<file path="config.mk">
export PLATFORM = sky130hd
export DESIGN_NAME = qword_ecc_read_merge_write
export DESIGN_NICKNAME = d
export VERILOG_FILES = /design/src/qword_ecc_pkg.sv /design/src/ecc_secded.sv /design/src/qword_ecc_read_merge_write.sv
export VERILOG_INCLUDE_DIRS = /design/src
export SDC_FILE = /design/constraint.sdc
export NUM_CORES = 1
export LEC_CHECK = 0
export BUFFER_PORTS_ARGS = -buffer_cell sky130_fd_sc_hd__buf_2
export CORE_ASPECT_RATIO = 1.75
export CORE_UTILIZATION = 50
export CTS_CLUSTER_SIZE = 12
export DETAILED_ROUTE_END_ITERATION = 12
export PLACE_DENSITY = 0.73
export RECOVER_POWER = 50
export SYNTH_ARGS = -nofsm -noshare
export SYNTH_HDL_FRONTEND = slang
export SYNTH_HIERARCHICAL = 1
export SYNTH_SLANG_ARGS = --single-unit
</file>
<file path="constraint.sdc">
create_clock -name CLK -period 4.7 [get_ports CLK]
set_input_delay 0.94 -clock CLK [delete_from_list [all_inputs] [get_ports CLK]]
set_output_delay 0.94 -clock CLK [all_outputs]
set_load 0.02 [all_outputs]
</file>
<file path="src/qword_ecc_defines.svh">
`ifndef QWORD_ECC_DEFINES_SVH
`define QWORD_ECC_DEFINES_SVH

// ************************************************************
// Widths and constants
// ************************************************************
// Quadword data width in bits
`define QE_DATA_W 64
// Check code width in bits
`define QE_CHECK_W 8
// Bytes in one quadword
`define QE_BYTES 8
// Quadword address width
`define QE_ADDR_W 29
// Hamming bits inside the check code
`define QE_HAMM_W 7
// Bit of the check code holding overall parity
`define QE_OVERALL_BIT 7
// Byte mask of a whole quadword
`define QE_FULL_MASK 8'hff
// Check code sent while codes are off
`define QE_NO_CHECK 8'h00

`endif

</file>
<file path="src/qword_ecc_pkg.sv">
package qword_ecc_pkg;

  // ************************************************************
  // Sequencer states
  // ************************************************************
  typedef enum logic [1:0] {
    ST_IDLE = 2'b00,
    ST_CMD = 2'b01,
    ST_READ = 2'b10,
    ST_MERGE = 2'b11
  } seq_state_t;

endpackage

</file>
<file path="src/ecc_secded.sv">
`timescale 1ns/100ps
`include "qword_ecc_defines.svh"

// ************************************************************
// Single-error-correct, double-error-detect code for a quadword
// ************************************************************
module ecc_secded (
  input wire logic [`QE_DATA_W-1:0] enc_data,
  output logic [`QE_CHECK_W-1:0] enc_check,
  input wire logic [`QE_DATA_W-1:0] dec_data,
  input wire logic [`QE_CHECK_W-1:0] dec_check,
  output logic [`QE_DATA_W-1:0] corr_data,
  output logic single,
  output logic double
);

  // Position of a data bit in the code word, skipping powers of two
  function automatic logic [6:0] data_pos(input integer idx);
    integer p;
    integer n;
    logic [6:0] r;
    begin
      n = 0;
      r = 7'h00;
      for (p = 3; p < 72; p = p + 1)
      begin
        if ((p & (p - 1)) != 0)
        begin
          if (n == idx)
            r = p[6:0];
          n = n + 1;
        end
      end
      data_pos = r;
    end
  endfunction

  logic [6:0] col [`QE_DATA_W];
  logic [`QE_HAMM_W-1:0] enc_hamm;
  logic [`QE_HAMM_W-1:0] dec_hamm;
  logic [`QE_HAMM_W-1:0] syndrome;
  logic parity_bad;

  // Code word position of each data bit, and single-bit repair
  genvar gi;
  generate
    for (gi = 0; gi < `QE_DATA_W; gi = gi + 1)
    begin : g_bit
      assign col[gi] = data_pos(gi);
      assign corr_data[gi] = dec_data[gi] ^
        (parity_bad && (syndrome == col[gi]));
    end
  endgenerate

  // Hamming bits for the data to encode and the data read back
  always_comb
  begin
    enc_hamm = '0;
    dec_hamm = '0;
    for (int j = 0; j < `QE_HAMM_W; j++)
    begin
      for (int i = 0; i < `QE_DATA_W; i++)
      begin
        enc_hamm[j] = enc_hamm[j] ^ (enc_data[i] & col[i][j]);
        dec_hamm[j] = dec_hamm[j] ^ (dec_data[i] & col[i][j]);
      end
    end
  end

  // Overall parity on top makes the 72-bit word even
  assign enc_check = {(^enc_data) ^ (^enc_hamm), enc_hamm};
  assign syndrome = dec_check[`QE_HAMM_W-1:0] ^ dec_hamm;
  assign parity_bad = (^dec_data) ^ (^dec_check);
  // Odd weight: one bit flipped; even weight with syndrome: two bits
  assign single = parity_bad;
  assign double = !parity_bad && (syndrome != '0);

endmodule // ecc_secded

</file>
<file path="src/qword_ecc_read_merge_write.sv">
`timescale 1ns/100ps
`include "qword_ecc_defines.svh"

// Operation
// - Codes are generated and checked only while ECC mode is enabled.
// - Each 64-bit quadword gets one 8-bit check code stored beside it.
// - With ECC on, every memory write is a full quadword plus code.
// - Partial writes with ECC on become read-merge-write cycles.
// - Read quadword, merge new bytes, recode, write whole quadword back.
// - Single-bit error in the merge read is corrected before merging.
// - Checked reads correct single-bit errors and flag two-bit errors.
module qword_ecc_read_merge_write (
  input wire logic CLK,
  input wire logic RESET_N,
  input wire logic ECC_ENABLE,
  input wire logic REQ_VALID,
  input wire logic REQ_WRITE,
  input wire logic [`QE_ADDR_W-1:0] REQ_ADDR,
  input wire logic [`QE_DATA_W-1:0] REQ_WDATA,
  input wire logic [`QE_BYTES-1:0] REQ_BE,
  output logic REQ_READY,
  output logic RSP_VALID,
  output logic [`QE_DATA_W-1:0] RSP_RDATA,
  output logic RSP_UNCORR,
  output logic MEM_CMD_VALID,
  output logic MEM_CMD_WRITE,
  input wire logic MEM_CMD_READY,
  output logic [`QE_ADDR_W-1:0] MEM_ADDR,
  output logic [`QE_DATA_W-1:0] MEM_WDATA,
  output logic [`QE_CHECK_W-1:0] MEM_WCHECK,
  output logic [`QE_BYTES-1:0] MEM_WMASK,
  input wire logic MEM_RD_VALID,
  input wire logic [`QE_DATA_W-1:0] MEM_RDATA,
  input wire logic [`QE_CHECK_W-1:0] MEM_RCHECK,
  output logic CORR_EVENT,
  output logic UNCORR_EVENT
);

  // ************************************************************
  // Datapath
  // ************************************************************
  qword_ecc_pkg::seq_state_t state;
  logic ecc_on;
  logic rmw;
  logic [`QE_DATA_W-1:0] wdata;
  logic [`QE_BYTES-1:0] be;
  logic [`QE_DATA_W-1:0] merged;
  logic [`QE_DATA_W-1:0] merged_c;
  logic [`QE_DATA_W-1:0] be_bits;
  logic [`QE_DATA_W-1:0] enc_data;
  logic [`QE_CHECK_W-1:0] enc_check;
  logic [`QE_DATA_W-1:0] corr_data;
  logic [`QE_DATA_W-1:0] fixed;
  logic single;
  logic double;
  logic rd_done;
  logic partial;

  // Encoder sees the request in idle and the merged word otherwise
  assign enc_data = (state == qword_ecc_pkg::ST_IDLE) ? REQ_WDATA : merged;
  assign fixed = ecc_on ? corr_data : MEM_RDATA;
  assign rd_done = (state == qword_ecc_pkg::ST_READ) && MEM_RD_VALID;
  assign partial = REQ_WRITE && ECC_ENABLE && (REQ_BE != `QE_FULL_MASK);

  ecc_secded u_code (
    .enc_data(enc_data),
    .enc_check(enc_check),
    .dec_data(MEM_RDATA),
    .dec_check(MEM_RCHECK),
    .corr_data(corr_data),
    .single(single),
    .double(double)
  );

  // New bytes replace the corrected old ones byte by byte
  genvar gb;
  generate
    for (gb = 0; gb < `QE_BYTES; gb = gb + 1)
    begin : g_byte
      assign be_bits[gb*8 +: 8] = {8{be[gb]}};
      assign merged_c[gb*8 +: 8] = be[gb] ? wdata[gb*8 +: 8] :
        fixed[gb*8 +: 8];
    end
  endgenerate

  // ************************************************************
  // Sequencer and memory command
  // ************************************************************
  always_ff @(posedge CLK or negedge RESET_N)
  begin
    if (!RESET_N)
    begin
      state <= qword_ecc_pkg::ST_IDLE;
      REQ_READY <= 1'b0;
      MEM_CMD_VALID <= 1'b0;
      MEM_CMD_WRITE <= 1'b0;
      MEM_ADDR <= '0;
      MEM_WDATA <= '0;
      MEM_WCHECK <= `QE_NO_CHECK;
      MEM_WMASK <= '0;
      ecc_on <= 1'b0;
      rmw <= 1'b0;
      wdata <= '0;
      be <= '0;
      merged <= '0;
    end
    else
    begin
      case (state)
        qword_ecc_pkg::ST_IDLE:
        begin
          REQ_READY <= 1'b1;
          if (REQ_VALID && REQ_READY)
          begin
            REQ_READY <= 1'b0;
            ecc_on <= ECC_ENABLE;
            MEM_ADDR <= REQ_ADDR;
            wdata <= REQ_WDATA;
            be <= REQ_BE;
            rmw <= partial;
            MEM_CMD_VALID <= 1'b1;
            MEM_CMD_WRITE <= REQ_WRITE && !partial;
            MEM_WDATA <= REQ_WDATA;
            // Full write: code travels with the data
            MEM_WCHECK <= ECC_ENABLE ? enc_check : `QE_NO_CHECK;
            MEM_WMASK <= ECC_ENABLE ? `QE_FULL_MASK : REQ_BE;
            state <= qword_ecc_pkg::ST_CMD;
          end
        end
        qword_ecc_pkg::ST_CMD:
        begin
          if (MEM_CMD_READY)
          begin
            MEM_CMD_VALID <= 1'b0;
            if (MEM_CMD_WRITE)
            begin
              REQ_READY <= 1'b1;
              state <= qword_ecc_pkg::ST_IDLE;
            end
            else
              state <= qword_ecc_pkg::ST_READ;
          end
        end
        qword_ecc_pkg::ST_READ:
        begin
          if (MEM_RD_VALID)
          begin
            // Uncorrectable old data is not written back
            if (rmw && !double)
            begin
              merged <= merged_c;
              state <= qword_ecc_pkg::ST_MERGE;
            end
            else
            begin
              REQ_READY <= 1'b1;
              state <= qword_ecc_pkg::ST_IDLE;
            end
          end
        end
        qword_ecc_pkg::ST_MERGE:
        begin
          // Whole merged quadword goes back with a fresh code
          MEM_CMD_VALID <= 1'b1;
          MEM_CMD_WRITE <= 1'b1;
          MEM_WDATA <= merged;
          MEM_WCHECK <= enc_check;
          MEM_WMASK <= `QE_FULL_MASK;
          state <= qword_ecc_pkg::ST_CMD;
        end
        default:
          state <= qword_ecc_pkg::ST_IDLE;
      endcase
    end
  end

  // ************************************************************
  // Read response
  // ************************************************************
  always_ff @(posedge CLK or negedge RESET_N)
  begin
    if (!RESET_N)
    begin
      RSP_VALID <= 1'b0;
      RSP_RDATA <= '0;
      RSP_UNCORR <= 1'b0;
    end
    else
    begin
      RSP_VALID <= rd_done && !rmw;
      if (rd_done && !rmw)
      begin
        RSP_RDATA <= fixed;
        RSP_UNCORR <= ecc_on && double;
      end
    end
  end

  // ************************************************************
  // Error event pulses
  // ************************************************************
  always_ff @(posedge CLK or negedge RESET_N)
  begin
    if (!RESET_N)
    begin
      CORR_EVENT <= 1'b0;
      UNCORR_EVENT <= 1'b0;
    end
    else
    begin
      CORR_EVENT <= rd_done && ecc_on && single;
      UNCORR_EVENT <= rd_done && ecc_on && double;
    end
  end
endmodule // qword_ecc_read_merge_write

</file>
==> flow_metrics.py <==
metrics = {
    "worst_setup_path": {
        "crit_arrival_ns": 4.67,
        "startpoint_type": "input port",
        "path_class": "in -> reg",
        "required_ns": 5.09,
        "critical-path-slowest-cell": "xnor3_2",
        "worst-path-buf-inv": 3,
        "cp_cell_sequence": "buf_2 -> xnor2_1 -> buf_4 -> xnor3_2 -> xnor3_2 -> xnor3_1 -> xnor3_2 -> nor4b_4 -> buf_4 -> nand2_1 -> xnor2_1 -> mux2i_1 -> nor2_1 -> a21oi_1 -> o21ai_0",
        "path_delay_family": "XOR/XNOR gates",
        "endpoint_kind": "register",
        "crit_path_max_fanout": 7,
        "slowest_delay_ns": 0.56,
        "cp_common_cell": "xnor3_2",
    },
    "routing": {
        "drtIter0Drc": 1108,
        "postRouteAntennaNets": 0,
        "wirelength_um": 58700,
        "drc": 0,
        "via_per_inst": 5.42,
        "wl_per_cell_um": 21.1,
        "vias": 15100,
        "first_pass_iters": 5,
    },
    "cts": {
        "cts_buffer_depth": 3,
        "cts_resized": 0,
        "clock_sinks": 320,
        "cts_root_buffer": "clkbuf_16",
        "postCtsSetupBuffers": 0,
        "cts_tree": "yes",
        "hold_buffers": 0,
        "clk_latency_ns": 0.53,
        "clk_pin_slew_ns": 0.06,
        "cts_buffers": 34,
        "htreeDepth": 2,
    },
    "floorplanning": {
        "pin_count": 360,
        "start_util_pct": 51.0,
        "design.core.area_mm2": 0.0355,
        "fp-row-count": 91,
        "fp.dieH_um": 254,
        "die-area_mm2": 0.0371,
        "die_w_um": 146,
    },
    "synth": {
        "syn_area_per_cell_um2": 9.29,
        "synth.area.top_cells": "dfrtp_1 44%, xnor2_1 12%, nand2_1 12%",
        "synth.distinct_cells": 45,
        "synth_top_area_share_pct": 44.2,
        "synth_top_cell_by_area": "dfrtp_1",
        "syn_area_mm2": 0.0181,
        "ys_seq_area_share_pct": 44.2,
        "synth.net_count": 2136,
        "synth_warnings": 6,
        "synth_seq_cells": 320,
        "netlist_instances": 1951,
    },
    "placement": {
        "io_buffers": 359,
        "place_congestion": 1.01,
        "hpwl_um": 44600,
    },
    "grt": {
        "track_usage_pct": 31.7,
        "overflow": 0,
        "grt_pass1_vias": 14700,
        "grt_pass1_wl_um": 88000,
        "antenna_found_initial": 8,
        "grt_max_degree": 112,
    },
    "timing": {
        "slew_headroom_pct": -96.8,
        "hold_violations": 0,
        "slew_viol_final": 110,
        "finalSetupViolCount": 0,
        "period_share_pct": 91.2,
        "min_period_ns": 4.29,
        "fin_skew_ns": 0.0187,
        "fin_tns_setup_ns": 0,
        "maxClockFrequency_mhz": 233,
        "rsz0062_at_grt": "no",
        "tightest_slew_ns": 2.95,
    },
    "status": {
        "violations": "capacitance limit, slew limit",
        "status": "finished with violations",
    },
    "final_layout": {
        "area_growth_pct": 18.8,
        "num-fill-cells": 3176,
        "drive_gt1_share_pct": 20.3,
        "nets": 2485,
        "seq_area_mm2": 0.00801,
        "multi_input_area_mm2": 0.00957,
    },
    "job": {
        "max_cap_viol_count": 1,
    },
    "min_path": {
        "hold_class": "reg -> reg",
    },
}
registers in the layout (all words and copies together) (netlist names):
register       flops
rmw                1
state              2
be                 8
ecc_on             1
MEM_WCHECK         8
wdata             64
MEM_CMD_WRITE      1
CORR_EVENT         1
UNCORR_EVENT       1
RSP_VALID          1
MEM_CMD_VALID      1
MEM_ADDR          29
merged            64
RSP_RDATA         64
MEM_WMASK          8
RSP_UNCORR         1
MEM_WDATA         64
REQ_READY          1
worst reg2reg max path: cells and delay by family, from the launching register on:
kind,cells,cell delay (ns)
muxes,1,0.40
buffers and inverters,2,0.39
DFF,1,0.45
adders and majority gates,1,0.49
xor gates and xnor gates,6,1.90
and+or+nand+nor,2,0.18
placed cells by master, fill, tap and decap left out, types with 7 or more instances in the layout:
master,instances
clkbuf_1,91
diode_2,8
o21ai_0,165
nand2_1,567
buf_2,268
inv_1,8
buf_12,9
nand4_1,12
clkbuf_16,35
dfrtp_1,319
buf_4,59
nand3_1,16
mux2_2,65
o21ai_1,31
xnor2_1,255
clkbuf_8,7
a21oi_1,68
nor3_1,19
mux2i_1,129
xor2_1,29
nor2_1,87
xnor3_1,21
per-stage QoR:
stage               cell area, um^2  worst slack [ns]  utilization, %  hold slack [ns]  std cells
floorplan                     18100             0.564               -            0.446       1951
global placement              20600           0.00779            58.1            0.449       2729
detailed placement            20600           -0.0341            58.1            0.455       2729
CTS                           21600             0.504            60.9            0.467       2776
global route                  21500             0.294            60.6            0.488       2784
finish                        21500             0.415            60.6            0.466       2784
routing by layer:
layer	GRT usage, %	part of all wire [%]	up-vias	wire length [um]
met4	19.3	6.5	0	3810
li1	-	-	7093	-
met2	54.4	49	627	29000
met3	2.51	4.9	145	2880
met5	0	0	-	0
met1	38.8	39	7211	23000
cells by family after synthesis:
kind of cell | after synthesis | share of synthesized area [%]
adders and majority gates | 5 | 0.345
xor gates and xnor gates | 312 | 17.3
AOI/OAI and AO/OA | 273 | 7.67
muxes | 194 | 11.2
buffers and inverters | 124 | 3.32
and+or+nand+nor | 723 | 16.1
DFF | 320 | 44.2
layout make-up:
| class | instances | area share [%] |
|---|---|---|
| Tap cell | 465 | 2.70 |
| Sequential cell | 320 | 37.2 |
| Inverter | 8 | 0.139 |
| Clock inverter | 4 | 0.134 |
| Timing Repair Buffer | 429 | 10.8 |
| Antenna cell | 8 | 0.0929 |
| Clock buffer | 43 | 4.53 |
| Multi-Input combinational cell | 1507 | 44.4 |
cells in the mapped netlist (all sizes together):
cell type    n
clkbuf      54
o32ai        1
o31ai        1
or3          1
mux2i      129
o21ai      196
o21a         1
xnor3       24
mux2        65
nand2b       3
nand3       18
buf         62
o41ai        1
o22ai        3
xor2        29
or2          1
and3         2
and4         2
and4bb       1
xnor2      255
nor4         1
nor4b        2
nand2      568
a22o         2
inv          8
a21oi       68
nor2        88
dfrtp      320
nand4       12
nand3b       1
nor3        20
ha           5
xor3         4
nor2b        3
path summary, 6_finish.rpt:
kind                                                 from                        end  slack [ns]  depth (start not counted)
min in group asynchronous                         RESET_N   MEM_ADDR[26]$_DFFE_PN0P_        1.35                          1
worst min-delay path            MEM_WCHECK[6]$_DFFE_PN0P_  MEM_WCHECK[6]$_DFFE_PN0P_        0.47                          2
worst max register to register       state[0]$_DFFE_PN0P_  MEM_WCHECK[7]$_DFFE_PN0P_        0.81                         12
max in group asynchronous                         RESET_N     merged[46]$_DFFE_PN0P_        1.18                          2
worst min register to register  MEM_WCHECK[6]$_DFFE_PN0P_  MEM_WCHECK[6]$_DFFE_PN0P_        0.47                          2
worst max-delay path                        MEM_RDATA[20]     merged[31]$_DFFE_PN0P_        0.41                         15
Power is left out: the tool's default activity adds up to more than one toggle a clock period on the data nets, which glitch-free logic cannot reach.
